`src/hdl/iss_params.svh`:
```
// constants of the i2c/spi slave control and status block
`ifndef ISS_PARAMS_SVH
`define ISS_PARAMS_SVH

// register byte addresses
`define ISS_OFS_DATA       8'h00
`define ISS_OFS_CONTROL    8'h04
`define ISS_OFS_FLAGS      8'h08
`define ISS_OFS_IRQ_LEVEL  8'h0c
`define ISS_OFS_OWN_ADDR   8'h10
`define ISS_OFS_SW_STATUS  8'h14
`define ISS_OFS_HOST_CTRL  8'h18

// reset values
`define ISS_CONTROL_RESET  7'h00
`define ISS_THR_RESET      3'h0
`define ISS_OWN_ADDR_RESET 7'h00
`define ISS_SW_STAT_RESET  4'h0
`define ISS_HOST_CTL_RESET 8'h00
`define ISS_SYNC_RESET     5'h1b

// fifo geometry
`define ISS_FIFO_DEPTH     16
`define ISS_PTR_W          4
`define ISS_FILL_W         5

// fill counts for threshold codes 000..100 on a 16-deep fifo
`define ISS_THR_CODE_8TH   3'h0
`define ISS_THR_CODE_4TH   3'h1
`define ISS_THR_CODE_HALF  3'h2
`define ISS_THR_CODE_3QTR  3'h3
`define ISS_THR_CODE_7TH   3'h4
`define ISS_THR_FILL_8TH   5'h02
`define ISS_THR_FILL_4TH   5'h04
`define ISS_THR_FILL_HALF  5'h08
`define ISS_THR_FILL_3QTR  5'h0c
`define ISS_THR_FILL_7TH   5'h0e

// byte sent when the transmit fifo runs dry
`define ISS_IDLE_BYTE      8'hff
`define ISS_BITS_PER_BYTE  4'h8
`define ISS_LAST_BIT       4'h7

`endif

```
`src/hdl/iss_pkg.sv`:
```
// types of the i2c/spi slave control and status block
`default_nettype none
`include "iss_params.svh"
package iss_pkg;

  typedef logic [7:0] iss_byte_type;
  typedef logic [`ISS_FILL_W-1:0] iss_fill_type;

  typedef struct packed {
    logic host_control_byte_enable;
    logic host_status_byte_enable;
    logic spi_clk_polarity;
    logic spi_clk_phase;
    logic i2c_mode_enable;
    logic spi_mode_enable;
    logic device_enable;
  } iss_ctrl_type;

  typedef struct packed {
    iss_fill_type rx_fill_count;
    iss_fill_type tx_fill_count;
    logic         receive_in_progress;
    logic         tx_queue_empty;
    logic         rx_queue_full;
    logic         tx_queue_full;
    logic         rx_queue_empty;
    logic         transmit_in_progress;
  } iss_flags_type;

  typedef enum logic [2:0] {
    I2C_IDLE,
    I2C_ADDR,
    I2C_AACK,
    I2C_WRITE,
    I2C_WACK,
    I2C_READ,
    I2C_RACK
  } iss_i2c_state_type;

endpackage
`default_nettype wire

```
`src/hdl/iss_fifo.sv`:
```
// byte fifo with live fill count, empty and full
`default_nettype none
`include "iss_params.svh"
module iss_fifo (
  // clock and reset
  input  wire logic           core_clk,
  input  wire logic           resetn,
  // fill side
  input  wire logic           push,
  input  wire iss_pkg::iss_byte_type push_data,
  // drain side
  input  wire logic           pop,
  output iss_pkg::iss_byte_type head,
  // state
  output iss_pkg::iss_fill_type count,
  output logic                empty,
  output logic                full
);
  import iss_pkg::*;

  iss_byte_type              mem_q [`ISS_FIFO_DEPTH];
  logic [`ISS_PTR_W-1:0]     wr_ptr_q;
  logic [`ISS_PTR_W-1:0]     rd_ptr_q;
  iss_fill_type              count_q;
  wire logic                 push_ok;
  wire logic                 pop_ok;

  // pushes to a full and pops from an empty fifo are dropped
  assign push_ok = push & ~full;
  assign pop_ok  = pop & ~empty;
  assign head    = mem_q[rd_ptr_q];
  assign count   = count_q;
  // flags come straight from the count, so they move on the same edge
  assign empty   = (count_q == '0);
  assign full    = (count_q == `ISS_FILL_W'(`ISS_FIFO_DEPTH));

  always_ff @(posedge core_clk) begin
    if (push_ok) begin
      mem_q[wr_ptr_q] <= push_data;
    end
  end

  always_ff @(posedge core_clk or negedge resetn) begin
    if (!resetn) begin
      wr_ptr_q <= '0;
      rd_ptr_q <= '0;
      count_q  <= '0;
    end else begin
      wr_ptr_q <= wr_ptr_q + `ISS_PTR_W'(push_ok);
      rd_ptr_q <= rd_ptr_q + `ISS_PTR_W'(pop_ok);
      count_q  <= count_q + `ISS_FILL_W'(push_ok) - `ISS_FILL_W'(pop_ok);
    end
  end

endmodule
`default_nettype wire

```
`src/hdl/iss_top.sv`:
```
// i2c/spi slave: control, flags, fifo thresholds and link engines
//
// Operation
// control-byte enable makes first written i2c character the host control
// status-byte enable sends status byte as first i2c read character
// address bit 6 from host requests the same framing as enables
// control holds spi clock polarity and phase, used only for spi
// control bit 2 enables i2c operation
// control bit 1 enables spi operation
// control bit 0 enables whole slave; control resets to zero
// flag bits 15:11 show receive fifo fill count
// flag bits 10:6 show transmit fifo fill count
// flag bit 5 high while a receive is in progress
// flag bit 0 high while a transmit is in progress
// flag bit 4 high when transmit fifo empty, resets high
// flag bit 3 high when receive fifo full, resets low
// flag bit 2 high when transmit fifo full, resets low
// flag bit 1 high when receive fifo empty, resets high
// receive threshold codes 000..100 fire at 1/8..7/8 full
// transmit threshold codes 000..100 fire at 1/8..7/8 fill
// programmable-level fields unsupported, writes ignored, read zero
// data write pushes transmit fifo, data read pops receive fifo
// level and flags follow occupancy on the edge of push or pop
//
// Added by the designer: the strobed register port and the address map.
`default_nettype none
`include "iss_params.svh"
module iss_top (
  // clock and reset
  input  wire logic        core_clk,
  input  wire logic        resetn,
  // register port
  input  wire logic [7:0]  reg_addr,
  input  wire logic [31:0] reg_wdata,
  input  wire logic        reg_wr,
  input  wire logic        reg_rd,
  output logic [31:0]      reg_rdata,
  // i2c pins
  input  wire logic        scl_in,
  input  wire logic        sda_in,
  output logic             sda_out,
  output logic             sda_oe,
  // spi pins
  input  wire logic        spi_sclk,
  input  wire logic        spi_cs_n,
  input  wire logic        spi_mosi,
  output logic             spi_miso,
  output logic             spi_miso_oe,
  // fifo level events
  output logic             rx_level_irq,
  output logic             tx_level_irq,
  // live flag word
  output iss_pkg::iss_flags_type flag_state
);
  import iss_pkg::*;

  // threshold code to fill count; msb marks a usable code
  function automatic logic [5:0] thr_fill(input logic [2:0] code);
    case (code)
      `ISS_THR_CODE_8TH: thr_fill = {1'b1, `ISS_THR_FILL_8TH};
      `ISS_THR_CODE_4TH: thr_fill = {1'b1, `ISS_THR_FILL_4TH};
      `ISS_THR_CODE_HALF: thr_fill = {1'b1, `ISS_THR_FILL_HALF};
      `ISS_THR_CODE_3QTR: thr_fill = {1'b1, `ISS_THR_FILL_3QTR};
      `ISS_THR_CODE_7TH: thr_fill = {1'b1, `ISS_THR_FILL_7TH};
      default: thr_fill = 6'h00;
    endcase
  endfunction

  // registers
  iss_ctrl_type         ctrl_q;
  logic [2:0]           rx_thr_q;
  logic [2:0]           tx_thr_q;
  logic [6:0]           own_addr_q;
  logic [3:0]           sw_status_q;
  iss_byte_type         host_ctrl_q;
  logic [31:0]          rdata_q;
  logic                 rx_irq_q;
  logic                 tx_irq_q;

  // pin synchronisers: scl, sda, sclk, cs_n, mosi
  logic [4:0]           sync1_q;
  logic [4:0]           sync2_q;
  logic [4:0]           prev_q;

  // fifo wires
  iss_byte_type         rx_head;
  iss_byte_type         tx_head;
  iss_fill_type         rx_count;
  iss_fill_type         tx_count;
  wire logic            rx_empty;
  wire logic            rx_full;
  wire logic            tx_empty;
  wire logic            tx_full;
  wire logic            rx_push;
  iss_byte_type         rx_push_data;
  wire logic            rx_pop;
  wire logic            tx_push;
  wire logic            tx_pop;

  // register decode
  wire logic            sel_data;
  wire logic            sel_ctrl;
  wire logic            sel_flags;
  wire logic            sel_fifo_irq_level_select;
  wire logic            sel_addr;
  wire logic            sel_stat;
  wire logic            sel_hctl;
  logic [31:0]          rd_mux;

  assign sel_data  = (reg_addr == `ISS_OFS_DATA);
  assign sel_ctrl  = (reg_addr == `ISS_OFS_CONTROL);
  assign sel_flags = (reg_addr == `ISS_OFS_FLAGS);
  assign sel_fifo_irq_level_select  = (reg_addr == `ISS_OFS_IRQ_LEVEL);
  assign sel_addr  = (reg_addr == `ISS_OFS_OWN_ADDR);
  assign sel_stat  = (reg_addr == `ISS_OFS_SW_STATUS);
  assign sel_hctl  = (reg_addr == `ISS_OFS_HOST_CTRL);

  assign tx_push = reg_wr & sel_data;
  assign rx_pop  = reg_rd & sel_data;

  // mode gating
  wire logic            i2c_on;
  wire logic            spi_on;
  assign i2c_on = ctrl_q.device_enable & ctrl_q.i2c_mode_enable;
  assign spi_on = ctrl_q.device_enable & ctrl_q.spi_mode_enable;

  // synchronised pin views; only sync2/prev are read
  wire logic            scl_s;
  wire logic            sda_s;
  wire logic            scl_p;
  wire logic            sda_p;
  wire logic            sclk_s;
  wire logic            sclk_p;
  wire logic            cs_n_s;
  wire logic            cs_n_p;
  wire logic            mosi_s;
  assign {scl_s, sda_s, sclk_s, cs_n_s, mosi_s} = sync2_q;
  assign {scl_p, sda_p, sclk_p, cs_n_p} = prev_q[4:1];

  // ---------------- i2c engine ----------------
  iss_i2c_state_type    state_q;
  iss_i2c_state_type    state_d;
  iss_byte_type         shift_q;
  iss_byte_type         shift_d;
  logic [3:0]           bitcnt_q;
  logic [3:0]           bitcnt_d;
  logic                 rw_q;
  logic                 rw_d;
  logic                 match_q;
  logic                 match_d;
  logic                 req_q;
  logic                 req_d;
  logic                 first_q;
  logic                 first_d;
  logic                 sda_oe_q;
  logic                 sda_oe_d;
  logic                 i2c_push;
  logic                 i2c_pop;
  logic                 hctl_load;

  wire logic            scl_rise;
  wire logic            scl_fall;
  wire logic            i2c_start;
  wire logic            i2c_stop;
  iss_byte_type         byte_in;
  iss_byte_type         status_byte;
  iss_byte_type         tx_pick;
  iss_byte_type         rd_byte;
  wire logic            frame_wr;
  wire logic            frame_rd;
  wire logic            send_status;

  assign scl_rise    = scl_s & ~scl_p;
  assign scl_fall    = ~scl_s & scl_p;
  assign i2c_start   = scl_s & scl_p & sda_p & ~sda_s;
  assign i2c_stop    = scl_s & scl_p & ~sda_p & sda_s;
  assign byte_in     = {shift_q[6:0], sda_s};
  assign frame_wr    = ctrl_q.host_control_byte_enable | req_q;
  assign frame_rd    = ctrl_q.host_status_byte_enable | req_q;
  assign status_byte = {tx_empty, rx_full, tx_full, rx_empty, sw_status_q};
  // a dry transmit fifo answers with the idle byte rather than stalling
  assign tx_pick     = tx_empty ? `ISS_IDLE_BYTE : tx_head;
  assign send_status = first_q & frame_rd;
  assign rd_byte     = send_status ? status_byte : tx_pick;

  always_comb begin
    state_d   = state_q;
    shift_d   = shift_q;
    bitcnt_d  = bitcnt_q;
    rw_d      = rw_q;
    match_d   = match_q;
    req_d     = req_q;
    first_d   = first_q;
    sda_oe_d  = sda_oe_q;
    i2c_push  = 1'b0;
    i2c_pop   = 1'b0;
    hctl_load = 1'b0;
    if (!i2c_on || i2c_stop) begin
      state_d  = I2C_IDLE;
      sda_oe_d = 1'b0;
    end else if (i2c_start) begin
      state_d  = I2C_ADDR;
      bitcnt_d = '0;
      sda_oe_d = 1'b0;
    end else begin
      case (state_q)
        I2C_IDLE: begin
          sda_oe_d = 1'b0;
        end
        I2C_ADDR: begin
          if (scl_rise) begin
            shift_d  = byte_in;
            bitcnt_d = bitcnt_q + 4'h1;
            if (bitcnt_q == `ISS_LAST_BIT) begin
              rw_d    = sda_s;
              match_d = (byte_in[6:1] == own_addr_q[5:0]);
              req_d   = byte_in[7];
            end
          end else if (scl_fall && bitcnt_q == `ISS_BITS_PER_BYTE) begin
            bitcnt_d = '0;
            first_d  = 1'b1;
            if (match_q) begin
              state_d  = I2C_AACK;
              sda_oe_d = 1'b1;
            end else begin
              state_d = I2C_IDLE;
            end
          end
        end
        I2C_AACK: begin
          if (scl_fall) begin
            if (rw_q) begin
              state_d  = I2C_READ;
              shift_d  = rd_byte;
              sda_oe_d = ~rd_byte[7];
              i2c_pop  = ~send_status;
              first_d  = 1'b0;
            end else begin
              state_d  = I2C_WRITE;
              sda_oe_d = 1'b0;
            end
          end
        end
        I2C_WRITE: begin
          if (scl_rise) begin
            shift_d  = byte_in;
            bitcnt_d = bitcnt_q + 4'h1;
          end else if (scl_fall && bitcnt_q == `ISS_BITS_PER_BYTE) begin
            hctl_load = first_q & frame_wr;
            i2c_push  = ~(first_q & frame_wr);
            first_d   = 1'b0;
            bitcnt_d  = '0;
            state_d   = I2C_WACK;
            sda_oe_d  = 1'b1;
          end
        end
        I2C_WACK: begin
          if (scl_fall) begin
            state_d  = I2C_WRITE;
            sda_oe_d = 1'b0;
          end
        end
        I2C_READ: begin
          if (scl_rise) begin
            bitcnt_d = bitcnt_q + 4'h1;
          end else if (scl_fall) begin
            if (bitcnt_q == `ISS_BITS_PER_BYTE) begin
              state_d  = I2C_RACK;
              sda_oe_d = 1'b0;
              bitcnt_d = '0;
            end else begin
              shift_d  = {shift_q[6:0], 1'b0};
              sda_oe_d = ~shift_q[6];
            end
          end
        end
        I2C_RACK: begin
          if (scl_rise && sda_s) begin
            state_d = I2C_IDLE;
          end else if (scl_fall) begin
            state_d  = I2C_READ;
            shift_d  = tx_pick;
            sda_oe_d = ~tx_pick[7];
            i2c_pop  = 1'b1;
          end
        end
        default: begin
          state_d  = I2C_IDLE;
          sda_oe_d = 1'b0;
        end
      endcase
    end
  end

  // ---------------- spi engine ----------------
  iss_byte_type         spi_in_q;
  iss_byte_type         spi_out_q;
  logic [2:0]           spi_cnt_q;
  logic                 miso_q;
  wire logic            spi_sel;
  wire logic            sclk_rise;
  wire logic            sclk_fall;
  wire logic            lead_edge;
  wire logic            trail_edge;
  wire logic            sample_edge;
  wire logic            shift_edge;
  wire logic            spi_load;
  wire logic            spi_done;

  assign spi_sel     = spi_on & ~cs_n_s;
  assign sclk_rise   = sclk_s & ~sclk_p;
  assign sclk_fall   = ~sclk_s & sclk_p;
  // idle level of sclk sets which edge leads
  assign lead_edge   = ctrl_q.spi_clk_polarity ? sclk_fall : sclk_rise;
  assign trail_edge  = ctrl_q.spi_clk_polarity ? sclk_rise : sclk_fall;
  assign sample_edge = ctrl_q.spi_clk_phase ? trail_edge : lead_edge;
  assign shift_edge  = ctrl_q.spi_clk_phase ? lead_edge : trail_edge;
  // phase 0 must show its first bit before any edge, so load at select
  assign spi_load    = spi_sel & ((cs_n_p & ~ctrl_q.spi_clk_phase)
                     | (shift_edge & (spi_cnt_q == 3'h0)));
  assign spi_done    = spi_sel & sample_edge & (spi_cnt_q == 3'h7);

  always_ff @(posedge core_clk or negedge resetn) begin
    if (!resetn) begin
      spi_in_q  <= '0;
      spi_out_q <= '0;
      spi_cnt_q <= '0;
      miso_q    <= 1'b0;
    end else if (!spi_sel) begin
      spi_cnt_q <= '0;
    end else begin
      if (sample_edge) begin
        spi_in_q  <= {spi_in_q[6:0], mosi_s};
        spi_cnt_q <= spi_cnt_q + 3'h1;
      end
      if (spi_load) begin
        spi_out_q <= tx_pick;
        miso_q    <= tx_pick[7];
      end else if (shift_edge) begin
        spi_out_q <= {spi_out_q[6:0], 1'b0};
        miso_q    <= spi_out_q[6];
      end
    end
  end

  // ---------------- fifos and flags ----------------
  assign rx_push      = i2c_push | spi_done;
  assign rx_push_data = i2c_push ? shift_q : {spi_in_q[6:0], mosi_s};
  assign tx_pop       = i2c_pop | (spi_load & ~tx_empty);

  iss_fifo u_rx_fifo (
    .core_clk  (core_clk),
    .resetn    (resetn),
    .push      (rx_push),
    .push_data (rx_push_data),
    .pop       (rx_pop),
    .head      (rx_head),
    .count     (rx_count),
    .empty     (rx_empty),
    .full      (rx_full)
  );

  iss_fifo u_tx_fifo (
    .core_clk  (core_clk),
    .resetn    (resetn),
    .push      (tx_push),
    .push_data (reg_wdata[7:0]),
    .pop       (tx_pop),
    .head      (tx_head),
    .count     (tx_count),
    .empty     (tx_empty),
    .full      (tx_full)
  );

  wire logic [5:0]      rx_thr;
  wire logic [5:0]      tx_thr;
  assign rx_thr = thr_fill(rx_thr_q);
  assign tx_thr = thr_fill(tx_thr_q);

  assign flag_state.rx_fill_count        = rx_count;
  assign flag_state.tx_fill_count        = tx_count;
  assign flag_state.receive_in_progress  = (state_q == I2C_WRITE)
    | (state_q == I2C_WACK) | spi_sel;
  assign flag_state.tx_queue_empty       = tx_empty;
  assign flag_state.rx_queue_full        = rx_full;
  assign flag_state.tx_queue_full        = tx_full;
  assign flag_state.rx_queue_empty       = rx_empty;
  assign flag_state.transmit_in_progress = (state_q == I2C_READ)
    | (state_q == I2C_RACK) | spi_sel;

  // programmable-level fields read as zero
  assign rd_mux = sel_data  ? {24'h0, rx_head} :
                  sel_ctrl  ? {25'h0, ctrl_q} :
                  sel_flags ? {16'h0, flag_state} :
                  sel_fifo_irq_level_select  ? {26'h0, rx_thr_q, tx_thr_q} :
                  sel_addr  ? {25'h0, own_addr_q} :
                  sel_stat  ? {28'h0, sw_status_q} :
                  sel_hctl  ? {24'h0, host_ctrl_q} : 32'h0;

  assign reg_rdata    = rdata_q;
  assign sda_out      = 1'b0;
  assign sda_oe       = sda_oe_q;
  assign spi_miso     = miso_q;
  assign spi_miso_oe  = spi_sel;
  assign rx_level_irq = rx_irq_q;
  assign tx_level_irq = tx_irq_q;

  always_ff @(posedge core_clk or negedge resetn) begin
    if (!resetn) begin
      sync1_q <= `ISS_SYNC_RESET;
      sync2_q <= `ISS_SYNC_RESET;
      prev_q  <= `ISS_SYNC_RESET;
    end else begin
      sync1_q <= {scl_in, sda_in, spi_sclk, spi_cs_n, spi_mosi};
      sync2_q <= sync1_q;
      prev_q  <= sync2_q;
    end
  end

  always_ff @(posedge core_clk or negedge resetn) begin
    if (!resetn) begin
      state_q  <= I2C_IDLE;
      shift_q  <= '0;
      bitcnt_q <= '0;
      rw_q     <= 1'b0;
      match_q  <= 1'b0;
      req_q    <= 1'b0;
      first_q  <= 1'b0;
      sda_oe_q <= 1'b0;
    end else begin
      state_q  <= state_d;
      shift_q  <= shift_d;
      bitcnt_q <= bitcnt_d;
      rw_q     <= rw_d;
      match_q  <= match_d;
      req_q    <= req_d;
      first_q  <= first_d;
      sda_oe_q <= sda_oe_d;
    end
  end

  always_ff @(posedge core_clk or negedge resetn) begin
    if (!resetn) begin
      ctrl_q      <= `ISS_CONTROL_RESET;
      rx_thr_q    <= `ISS_THR_RESET;
      tx_thr_q    <= `ISS_THR_RESET;
      own_addr_q  <= `ISS_OWN_ADDR_RESET;
      sw_status_q <= `ISS_SW_STAT_RESET;
      rdata_q     <= '0;
    end else begin
      rdata_q <= reg_rd ? rd_mux : 32'h0;
      if (reg_wr && sel_ctrl) begin
        ctrl_q <= iss_ctrl_type'(reg_wdata[6:0]);
      end
      if (reg_wr && sel_fifo_irq_level_select) begin
        rx_thr_q <= reg_wdata[5:3];
        tx_thr_q <= reg_wdata[2:0];
      end
      if (reg_wr && sel_addr) begin
        own_addr_q <= reg_wdata[6:0];
      end
      if (reg_wr && sel_stat) begin
        sw_status_q <= reg_wdata[3:0];
      end
    end
  end

  // host control byte is written only from the link side
  always_ff @(posedge core_clk or negedge resetn) begin
    if (!resetn) begin
      host_ctrl_q <= `ISS_HOST_CTL_RESET;
      rx_irq_q    <= 1'b0;
      tx_irq_q    <= 1'b0;
    end else begin
      if (hctl_load) begin
        host_ctrl_q <= shift_q;
      end
      rx_irq_q <= rx_thr[5] & (rx_count >= rx_thr[4:0]);
      tx_irq_q <= tx_thr[5] & (tx_count <= tx_thr[4:0]);
    end
  end

endmodule
`default_nettype wire

```
`config.mk`:
```
export PLATFORM = sky130hd
export DESIGN_NAME = iss_top
export DESIGN_NICKNAME = d
export VERILOG_FILES = /design/src/hdl/iss_pkg.sv /design/src/hdl/iss_fifo.sv /design/src/hdl/iss_top.sv
export VERILOG_INCLUDE_DIRS = /design/src /design/src/hdl
export SDC_FILE = /design/constraint.sdc
export NUM_CORES = 1
export LEC_CHECK = 0
export BUFFER_PORTS_ARGS = -buffer_cell sky130_fd_sc_hd__buf_2
export CAP_MARGIN = 40
export CORE_MARGIN = 4
export CORE_UTILIZATION = 55
export CTS_BUF_LIST = sky130_fd_sc_hd__clkbuf_8
export CTS_CLUSTER_DIAMETER = 120
export DETAILED_ROUTE_END_ITERATION = 16
export PLACE_DENSITY = 0.8
export SYNTH_ARGS = -nofsm -noshare
export SYNTH_HDL_FRONTEND = slang
export SYNTH_SLANG_ARGS = --single-unit
```
`constraint.sdc`:
```
create_clock -name core_clk -period 5.9 [get_ports core_clk]
set_clock_uncertainty 0.2 [all_clocks]
set_input_delay 0.885 -clock core_clk [delete_from_list [all_inputs] [get_ports core_clk]]
set_output_delay 0.885 -clock core_clk [all_outputs]
set_load 0.02 [all_outputs]
```
==> impl_metrics.toml, run 1 <==
[status]
status = "completed"

[pwr]
internal_power_mw = 4.09
leakage_nw = 6.99
switching_share = 0.246
pwr-share-seq = 0.547
ir_drop_uv = 237
p_clk_frac = 0.370
p_comb_frac = 0.082
switchingPower_mw = 1.33
powerDensity_nw_per_um2 = 291

[yosys]
async_reset_ff_frac = 0.333
ys_ff_latch = 384
ys_seq_area_frac = 0.649
synth_top_cells_by_area = "edfxtp_1 46%, dfrtp_1 17%, mux4_2 9.4%"
ys.flop_type = "edfxtp_1"
ys_warn_count = 0
yosysMostFrequentCell = "edfxtp_1"
syn-cell-area_um2 = 16800
synth-edff-count = 256
synthCells = 1072
yosysUniqueCellTypes = 80
synth_top_cell_area_share = 0.458
synth_top_area_cell = "edfxtp_1"
syn_area_per_cell_um2 = 15.7
ys_top_cells_by_count = "256 x edfxtp_1, 117 x dfrtp_1, 70 x mux4_2"

[critical_path]
critPathArrivalTime_ns = 4.05
crit_type = "flop to flop"
required_ns = 6.00
start_kind = "flop"
path_max_fanout = 11
reg2reg_depth = 7
cp-end-kind = "flop"

[final_layout]
final_nets = 1254
drive_gt1_frac = 0.261
area_growth_pct = 10.7
final_core_util = 0.623
final_cell_count_no_fill = 1610
diodes = 0
finalInstanceArea_um2 = 18600

[clocking]
root_buffer = "clkbuf_8"
cts_resized = 0
clk_pin_slew_ns = 0.06
cts-htree-levels = 2
cts_made_buffers = 59
cts_tree = "yes"
numClockSinks = 384
post-cts-setup-buffers = 0
cts.path.max_buffers = 3
cts_hold_buf = 0
worstSkewPairLatency_ns = 0.61

[timing]
slew_headroom = 0.403
tns_ns = 0
setup_viol = 0
fmax_mhz = 254
rsz0062_at_grt = "false"
finalCriticalPeriod_ns = 3.94
hold_viol = 0
tightest_slew_ns = 0.892
maxSlewViolCount = 0
period_share = 0.668

[floorplanning]
core-area_um2 = 29900
die_h_um = 183
io_pins = 103
std_cell_rows = 63
fp.dieW_um = 183
start_util = 0.562
dieArea_um2 = 33400

[global_routing]
antenna_found_initial = 0
grtUsageTotal = 0.218
gr-total-overflow = 0
grt_pass1_vias = 10035
grt_pass1_wl_um = 57100
grt_max_degree = 89

[detailed_routing]
drt_wl_total_um = 36200
first_iter_violations = 1048
antenna_left = 0
drt_first_pass_iters = 7
post_drt_wl_per_cell_um = 22.5
drc = 0
vias = 9804
viasPerCell = 6.09

[placement]
dpl_cell_area_um2 = 17500
dp_hpwl_um = 24400
io_buffers = 61
numPlacedInstances = 1498
gp_congestion = 0.900

[min_path]
hp-class = "input port to async pin"

[run]
drv_cap = 0
[metal layers]
layer,wire (um),vias to the layer above,part of all wire,track usage
li1,-,4314,-,-
met1,14500,5000,0.40,0.299
met2,18400,420,0.51,0.371
met3,2460,70,0.068,0.0369
met4,789,0,0.022,0.0552
met5,0,-,0,0
[cells in the final DEF, fill, tap and decap left out, types with 4 or more instances in the layout]
| cell type | n |
|---|---|
| a21boi_0 | 6 |
| a21oi_1 | 22 |
| a311oi_1 | 5 |
| a31oi_1 | 8 |
| a41oi_1 | 8 |
| and2_1 | 6 |
| and3_1 | 5 |
| and3b_1 | 4 |
| buf_2 | 63 |
| buf_4 | 23 |
| clkbuf_8 | 61 |
| clkinv_1 | 12 |
| clkinv_2 | 9 |
| conb_1 | 17 |
| dfrtp_1 | 115 |
| dfstp_2 | 11 |
| edfxtp_1 | 256 |
| ha_1 | 32 |
| inv_1 | 67 |
| mux2_2 | 58 |
| mux2i_1 | 32 |
| mux4_2 | 70 |
| nand2_1 | 56 |
| nand2b_1 | 8 |
| nand3_1 | 15 |
| nand3b_1 | 6 |
| nand4_1 | 5 |
| nor2_1 | 53 |
| nor2b_1 | 15 |
| nor3_1 | 20 |
| nor3b_1 | 6 |
| o21ai_0 | 24 |
| o221ai_1 | 15 |
| o32ai_1 | 5 |
| xnor2_1 | 11 |
| xor2_1 | 15 |
[state kept, by name (all words and copies together), names as in the netlist, 8 cells and up]
register / count
u_tx_fifo.mem_q: 128
host_ctrl_q: 8
u_rx_fifo.mem_q: 128
reg_rdata: 16
shift_q: 8
[path summary, 6_finish.rpt]
kind                                       from                              end  slack (ns)
max                         prev_q[4]$_DFF_PN1_  u_rx_fifo.mem_q[0][4]$_DFFE_PP_        1.96
min                                      resetn  u_tx_fifo.wr_ptr_q[1]$_DFF_PN0_        0.14
max reg2reg                 prev_q[4]$_DFF_PN1_  u_rx_fifo.mem_q[0][4]$_DFFE_PP_        1.96
min reg2reg                sync1_q[4]$_DFF_PN1_             sync2_q[4]$_DFF_PN1_        0.16
max in group asynchronous                resetn             sync2_q[0]$_DFF_PN1_        4.24
min in group core_clk      sync1_q[4]$_DFF_PN1_             sync2_q[4]$_DFF_PN1_        0.16
[critical path, cell delays in order, from the launching register on]
cell and delay [ns]:
dfstp_2 0.54, ha_1 0.32, nor2b_1 0.27, nand2_1 0.17
or4_4 0.63, a2111oi_2 0.58, nor3b_1 0.66, buf_4 0.27
[area by class of cell]
class	count	area, um2
fillers	2111	11300
flip-flops and latches	384	10900
multi-input cells	595	5440
clock buffers	61	840
repair buffers	89	532
well taps	390	488
clock inverters	49	241
inverters	42	158
[cell families (layout without fill, tap and decap cells)]
logic type / Yosys count / count (layout) / share of synthesized area
DFF: 384 / 384 / 0.649
and+or+nand+nor: 217 / 217 / 0.0667
muxes: 160 / 160 / 0.152
AOI/OAI and AO/OA: 141 / 141 / 0.0616
buffers and inverters: 109 / 241 / 0.0307
adders and majority gates: 34 / 34 / 0.0262
xor gates and xnor gates: 26 / 26 / 0.0136
other: 1 / 17 / 0.000223
[stage by stage]
stage / setup slack [ns] / hold WS, ns / power (mW)
finish: 1.96 / 0.139 / 5.42
detailed placement: 1.89 / 0.138 / 3.46
floorplan: 2.32 / 0.131 / 3.32
global route: 1.79 / 0.157 / 5.64
global placement: 1.90 / 0.137 / 3.45
CTS: 2.02 / 0.158 / 5.45
[power groups by stage]
| stage | sequential (mW) | clock [mW] | combinational (mW) |
|---|---|---|---|
| 4_1_cts | 2.96 | 2.04 | 0.450 |
| 3_5_place_dp | 3.02 | 0 | 0.448 |
| 6_report | 2.96 | 2.01 | 0.446 |
| 5_1_grt | 2.97 | 2.17 | 0.494 |
| 2_1_floorplan | 3.04 | 0 | 0.279 |
| 3_3_place_gp | 3.02 | 0 | 0.431 |
No activity file was read; power rests on OpenSTA's default activity.
==> run 2, diff against run 1 <==
--- a/config.mk
+++ b/config.mk
@@ -6,6 +6,7 @@
 export SDC_FILE = /design/constraint.sdc
 export NUM_CORES = 1
 export LEC_CHECK = 0
+export ABC_AREA = 1
 export BUFFER_PORTS_ARGS = -buffer_cell sky130_fd_sc_hd__buf_2
 export CAP_MARGIN = 40
 export CORE_MARGIN = 4
==> constraint.sdc (replaced) <==
create_clock -name core_clk -period 3.8 [get_ports core_clk]
set_clock_uncertainty 0.2 [all_clocks]
set_input_delay 0.57 -clock core_clk [delete_from_list [all_inputs] [get_ports core_clk]]
set_output_delay 0.57 -clock core_clk [all_outputs]
set_load 0.02 [all_outputs]
==> run 2 against run 1 <==
Against the previous run: sequential cell count unchanged; worst hold slack got worse by 0.029 ns; maximum frequency increased by 18%; final area increased by 3.7%; via count increased by 29%; global-route usage increased by 2.5 points; synthesized cell count increased by 58%; sequential share of layout area decreased by 2.1 points; clock-buffer cell count increased by 8; clock power increased by 66%; highest routed layer unchanged.
==> impl_metrics.toml, run 2 <==
[final_layout]
final_nets = 1883
layout_common_cells = "384 x nand2_1, 256 x edfxtp_1, 183 x nand3_1"
final_cell_count_no_fill = 2247
final_common_cell = "nand2_1"
drive_gt1_frac = 0.131
area_growth_pct = 12.3
fillers = 2325

[placement]
numPlacedInstances = 2130
gp_congestion = 0.885
dp_hpwl_um = 27800
io_buffers = 61

[critical_path]
critPathArrivalTime_ns = 3.66
cp-end-kind = "flop"
reg2reg_depth = 14
path_max_fanout = 6
required_ns = 4.11
crit_type = "flop to flop"
start_kind = "flop"

[clocking]
cts_resized = 0
cts_made_buffers = 58
cts.path.max_buffers = 3
clk_pin_slew_ns = 0.06
cts_hold_buf = 6
cts_tree = "yes"
numClockSinks = 384
worstSkewPairLatency_ns = 0.60
cts-htree-levels = 2
post-cts-setup-buffers = 0
root_buffer = "clkbuf_8"

[timing]
tightest_slew_ns = 1.04
maxSlewViolCount = 0
setup_viol = 0
rsz0062_at_grt = "false"
tns_ns = 0
finalCriticalPeriod_ns = 3.34
hold_viol = 0
holdWs_ns = 0.111
fmax_mhz = 299
period_share = 0.880
slew_headroom = 0.301

[global_routing]
grt_pass1_wl_um = 65700
gr-total-overflow = 0
grt_pass1_vias = 12489
grt_max_degree = 67
antenna_found_initial = 1
grtUsageTotal = 0.243

[detailed_routing]
drt_first_pass_iters = 5
drt_wl_total_um = 41700
vias = 12656
viasPerCell = 5.63
post_drt_wl_per_cell_um = 18.5
first_iter_violations = 1248
drc = 0
antenna_left = 0

[yosys]
ys_top_cells_by_count = "384 x nand2_1, 256 x edfxtp_1, 183 x nand3_1"
ys_ff_latch = 384
yosysMostFrequentCell = "nand2_1"
ys_warn_count = 0
yosysUniqueCellTypes = 49
synth-edff-count = 256
synthCells = 1689
synth_top_cell_area_share = 0.448
ys_seq_area_frac = 0.635
syn-cell-area_um2 = 17200
async_reset_ff_frac = 0.333
syn_area_per_cell_um2 = 10.2
ys.flop_type = "edfxtp_1"
synth_top_cells_by_area = "edfxtp_1 45%, dfrtp_1 17%, nand2_1 8.4%"
synth_top_area_cell = "edfxtp_1"

[pwr]
power_mw = 8.74
leakage_nw = 8.17
ir_drop_uv = 313
powerDensity_nw_per_um2 = 453

[floorplanning]
die_h_um = 185
start_util = 0.560
std_cell_rows = 64
io_pins = 103
fp.dieW_um = 185
dieArea_um2 = 34100
core-area_um2 = 30700

[min_path]
worstHoldPathCells = 3
hp-class = "input port to flop"

[run]
drv_cap = 0

[status]
status = "completed"
-- run 2: logic make-up after synthesis --
logic type,after synthesis,synth area share
fa+ha+maj,34,0.0257
flops,384,0.635
xor+xnor,17,0.00867
compound gates,231,0.0729
other cells,1,0.000218
mux,2,0.00131
simple gates,808,0.203
buf+inv,212,0.0530
-- run 2: power breakdown --
group | total (mW) | internal, mW | switching, mW | leakage, nW
Combinational | 0.797 | 0.249 | 0.549 | 3.41
Clock | 3.34 | 1.79 | 1.55 | 0.711
Sequential | 4.60 | 4.53 | 0.0766 | 4.05
-- run 2: per-stage QoR --
stage | setup slack, ns | util | cell area, um2
floorplan | 0.890 | - | 17200
global placement | 0.582 | 0.586 | 18000
detailed placement | 0.474 | 0.588 | 18000
CTS | 0.454 | 0.629 | 19300
global route | 0.269 | 0.629 | 19300
finish | 0.457 | 0.629 | 19300
-- run 2: path summary, 6_finish.rpt --
check / start / endpoint / slack, ns
worst max-delay path: sync2_q[4]$_DFF_PN1_ / u_tx_fifo.count[4]$_DFF_PN0_ / 0.46
worst min-delay path: reg_rd / reg_rdata[0]$_DFF_PN0_ / 0.11
worst max register to register: sync2_q[4]$_DFF_PN1_ / u_tx_fifo.count[4]$_DFF_PN0_ / 0.46
worst min register to register: sync1_q[3]$_DFF_PN1_ / sync2_q[3]$_DFF_PN1_ / 0.15
max in group asynchronous: resetn / prev_q[1]$_DFF_PN1_ / 2.41
min in group asynchronous: resetn / u_rx_fifo.wr_ptr_q[2]$_DFF_PN0_ / 0.30
-- run 2: cell type report --
class	instances	area [um2]	area share
antenna	1	2.50	0.000130
clock buffer	69	950	0.0492
clock inverter	41	236	0.0123
inverter	129	484	0.0251
multi-input combinational	1109	5420	0.281
sequential	384	10900	0.565
tap	396	495	0.0257
timing repair buffer	118	797	0.0413
-- run 2: worst max-delay path, stage by stage (launching register included) --
cell and delay (ns):
dfstp_2 0.56, ha_1 0.19, nand2_1 0.07, nor2_2 0.29, nor2_2 0.14, nand4_1 0.14
nand2_1 0.16, nand3_1 0.19, o21ai_0 0.12, ha_1 0.24, fa_1 0.45, a21oi_1 0.16
nor2_1 0.06, nor2_1 0.16, xor2_1 0.16
-- run 2: routing by layer --
layer  share of wire  vias to the layer above  GRT usage
met5               0                        -          0
met3           0.087                       93     0.0438
met4           0.036                        0     0.0925
met1            0.38                     6023      0.309
met2            0.50                      598      0.419
li1                -                     5942          -
==> run 3, diff against run 2 <==
--- a/config.mk
+++ b/config.mk
@@ -10,11 +10,11 @@
 export BUFFER_PORTS_ARGS = -buffer_cell sky130_fd_sc_hd__buf_2
 export CAP_MARGIN = 40
 export CORE_MARGIN = 4
-export CORE_UTILIZATION = 55
+export CORE_UTILIZATION = 63
 export CTS_BUF_LIST = sky130_fd_sc_hd__clkbuf_8
 export CTS_CLUSTER_DIAMETER = 120
 export DETAILED_ROUTE_END_ITERATION = 16
-export PLACE_DENSITY = 0.8
+export PLACE_DENSITY = 0.89
 export SYNTH_ARGS = -nofsm -noshare
 export SYNTH_HDL_FRONTEND = slang
 export SYNTH_SLANG_ARGS = --single-unit
==> run 3 against run 2 <==
Against the previous run: sequential cell count did not move; combinational power rose by 2%; cell count shrank 2.4%; sequential share of layout area grew 0.50 points; sequential power about the same; clock power shrank 4%; critical path type unchanged; first-iteration DRC count up 30%; non-clock buffer count fell by 1; maximum frequency decreased by 1.3%; total power is 1.1% lower; clock-buffer cell count decreased by 5; setup slack worse by 0.044 ns.
==> impl_metrics.toml, run 3 (synthesis gave the netlist of run 2 again) <==
[final_layout]
area_growth_pct = 11.3
drive_gt1_frac = 0.130
multi_input_comb_area_um2 = 5420
register_area_um2 = 10900
final_common_cell = "nand2_1"
fillers = 1759
final_nets = 1883
layout_common_cells = "384 x nand2_1, 256 x edfxtp_1, 183 x nand3_1"

[timing]
slew_headroom = 0.447
fmax_mhz = 295
finalCriticalPeriod_ns = 3.39
setup_viol = 0
maxSlewViolCount = 0
rsz0062_at_grt = "false"
hold_viol = 0
period_share = 0.891
tns_ns = 0
tightest_slew_ns = 0.830

[detailed_routing]
viasPerCell = 6.04
post_drt_wl_per_cell_um = 20.1
drt_wl_total_um = 44000
vias = 13247
antenna_left = 0
drc = 0
first_iter_violations = 1625
drt_first_pass_iters = 7

[clocking]
numClockSinks = 384
post-cts-setup-buffers = 0
cts_resized = 0
root_buffer = "clkbuf_8"
cts_tree = "yes"
clk_pin_slew_ns = 0.06
cts_made_buffers = 59
worstSkewPairLatency_ns = 0.63
cts-htree-levels = 2
cts.path.max_buffers = 3

[placement]
io_buffers = 61
dp_hpwl_um = 28500
gp_congestion = 0.928

[pwr]
p_clk_frac = 0.373
ir_drop_uv = 528
switching_share = 0.259
switchingPower_mw = 2.24
leakage_nw = 8.14
powerDensity_nw_per_um2 = 452
power_mw = 8.64
p_comb_frac = 0.094
internal_power_mw = 6.40
pwr-share-seq = 0.533

[status]
status = "completed"

[critical_path]
slowest_stage = "o22ai_1"
critPathArrivalTime_ns = 3.73
slowest_delay_ns = 0.52
r2r-end = "u_tx_fifo.count[4]$_DFF_PN0_"
reg2reg_depth = 13
cp-end-kind = "flop"
cp_cell_sequence = "inv_1 > ha_1 > inv_1 > o22ai_1 > nand4_1 > nand2_1 > o21ai_0 > ha_1 > fa_1 > a21oi_1 > nor2_1 > nor2_1 > xor2_1"
start_kind = "flop"
crit_type = "flop to flop"
rrSetupSlack_ns = 0.41
rr_startpoint = "spi_cnt_q[0]$_DFFE_PN0P_"
required_ns = 4.14
path_max_fanout = 6

[global_routing]
grtUsageTotal = 0.289
grt_pass1_vias = 13160
grt_pass1_wl_um = 69100
grt_max_degree = 84
antenna_found_initial = 1
gr-total-overflow = 0

[min_path]
hp-start = "reg_rd"
hp-class = "input port to flop"
worstHoldPathCells = 3
worstHoldEndpoint = "reg_rdata[0]$_DFF_PN0_"

[floorplanning]
die_h_um = 173
core-area_um2 = 26900
io_pins = 103
fp.dieW_um = 173
dieArea_um2 = 30000
start_util = 0.639
std_cell_rows = 60

[run]
drv_cap = 0
==> run 3: worst max-delay path, delay by kind of cell (launching register included) <==
family          cells  cell delay, ns
simple gates        4            0.78
xor+xnor            1            0.15
flops               1            0.39
fa+ha+maj           3            0.82
compound gates      3            0.82
buf+inv             2            0.14
==> run 3: repair_timing <==
item	CTS	global route
hold buffers	6	0
hold endpoints to repair	76	0
setup endpoints to repair	0	0
==> run 3: power by group through the flow <==
stage               logic [mW]  clock network [mW]  registers (mW)
floorplan                0.481                   0            4.71
global placement         0.747                   0            4.68
detailed placement       0.778                   0            4.68
CTS                      0.803                3.24            4.60
global route             0.888                3.46            4.61
finish                   0.816                3.22            4.60
==> run 3: per-stage QoR <==
stage | instances | setup WS (ns) | cell area (um2) | utilization | hold slack [ns]
after detailed placement | 2074 | 0.487 | 17900 | 0.667 | 0.143
after CTS | 2192 | 0.491 | 19100 | 0.711 | 0.0628
after global routing | 2193 | 0.240 | 19100 | 0.711 | 0.0832
final | 2193 | 0.413 | 19100 | 0.711 | 0.0913
after floorplan | 1705 | 0.890 | 17200 | - | 0.0744
after global placement | 2073 | 0.600 | 17900 | 0.667 | 0.135
==> run 3: worst max-delay path by stage <==
stage,startpoint,endpoint,slack (ns)
2_1_floorplan,reg_addr[1],u_rx_fifo.count[4]$_DFF_PN0_,0.89
3_3_place_gp,sync2_q[4]$_DFF_PN1_,u_tx_fifo.count[4]$_DFF_PN0_,0.60
3_5_place_dp,reg_addr[1],u_rx_fifo.count[4]$_DFF_PN0_,0.49
4_1_cts,spi_cnt_q[0]$_DFFE_PN0P_,u_tx_fifo.count[4]$_DFF_PN0_,0.49
5_1_grt,spi_cnt_q[0]$_DFFE_PN0P_,u_tx_fifo.count[4]$_DFF_PN0_,0.24
6_report,spi_cnt_q[0]$_DFFE_PN0P_,u_tx_fifo.count[4]$_DFF_PN0_,0.41
==> run 3: per-layer routing <==
layer / track usage / vias up / share of wire
met5: 0 / - / 0
met3: 0.0562 / 204 / 0.094
met2: 0.479 / 839 / 0.49
met4: 0.156 / 0 / 0.056
li1: - / 5940 / -
met1: 0.362 / 6264 / 0.36
==> run 3: cell type report <==
class,instances,share of cell area
antenna,1,0.000131
clock buffer,64,0.0461
clock inverter,48,0.0128
inverter,129,0.0253
multi-input combinational,1109,0.283
sequential,384,0.571
tap,341,0.0223
timing repair buffer,117,0.0396
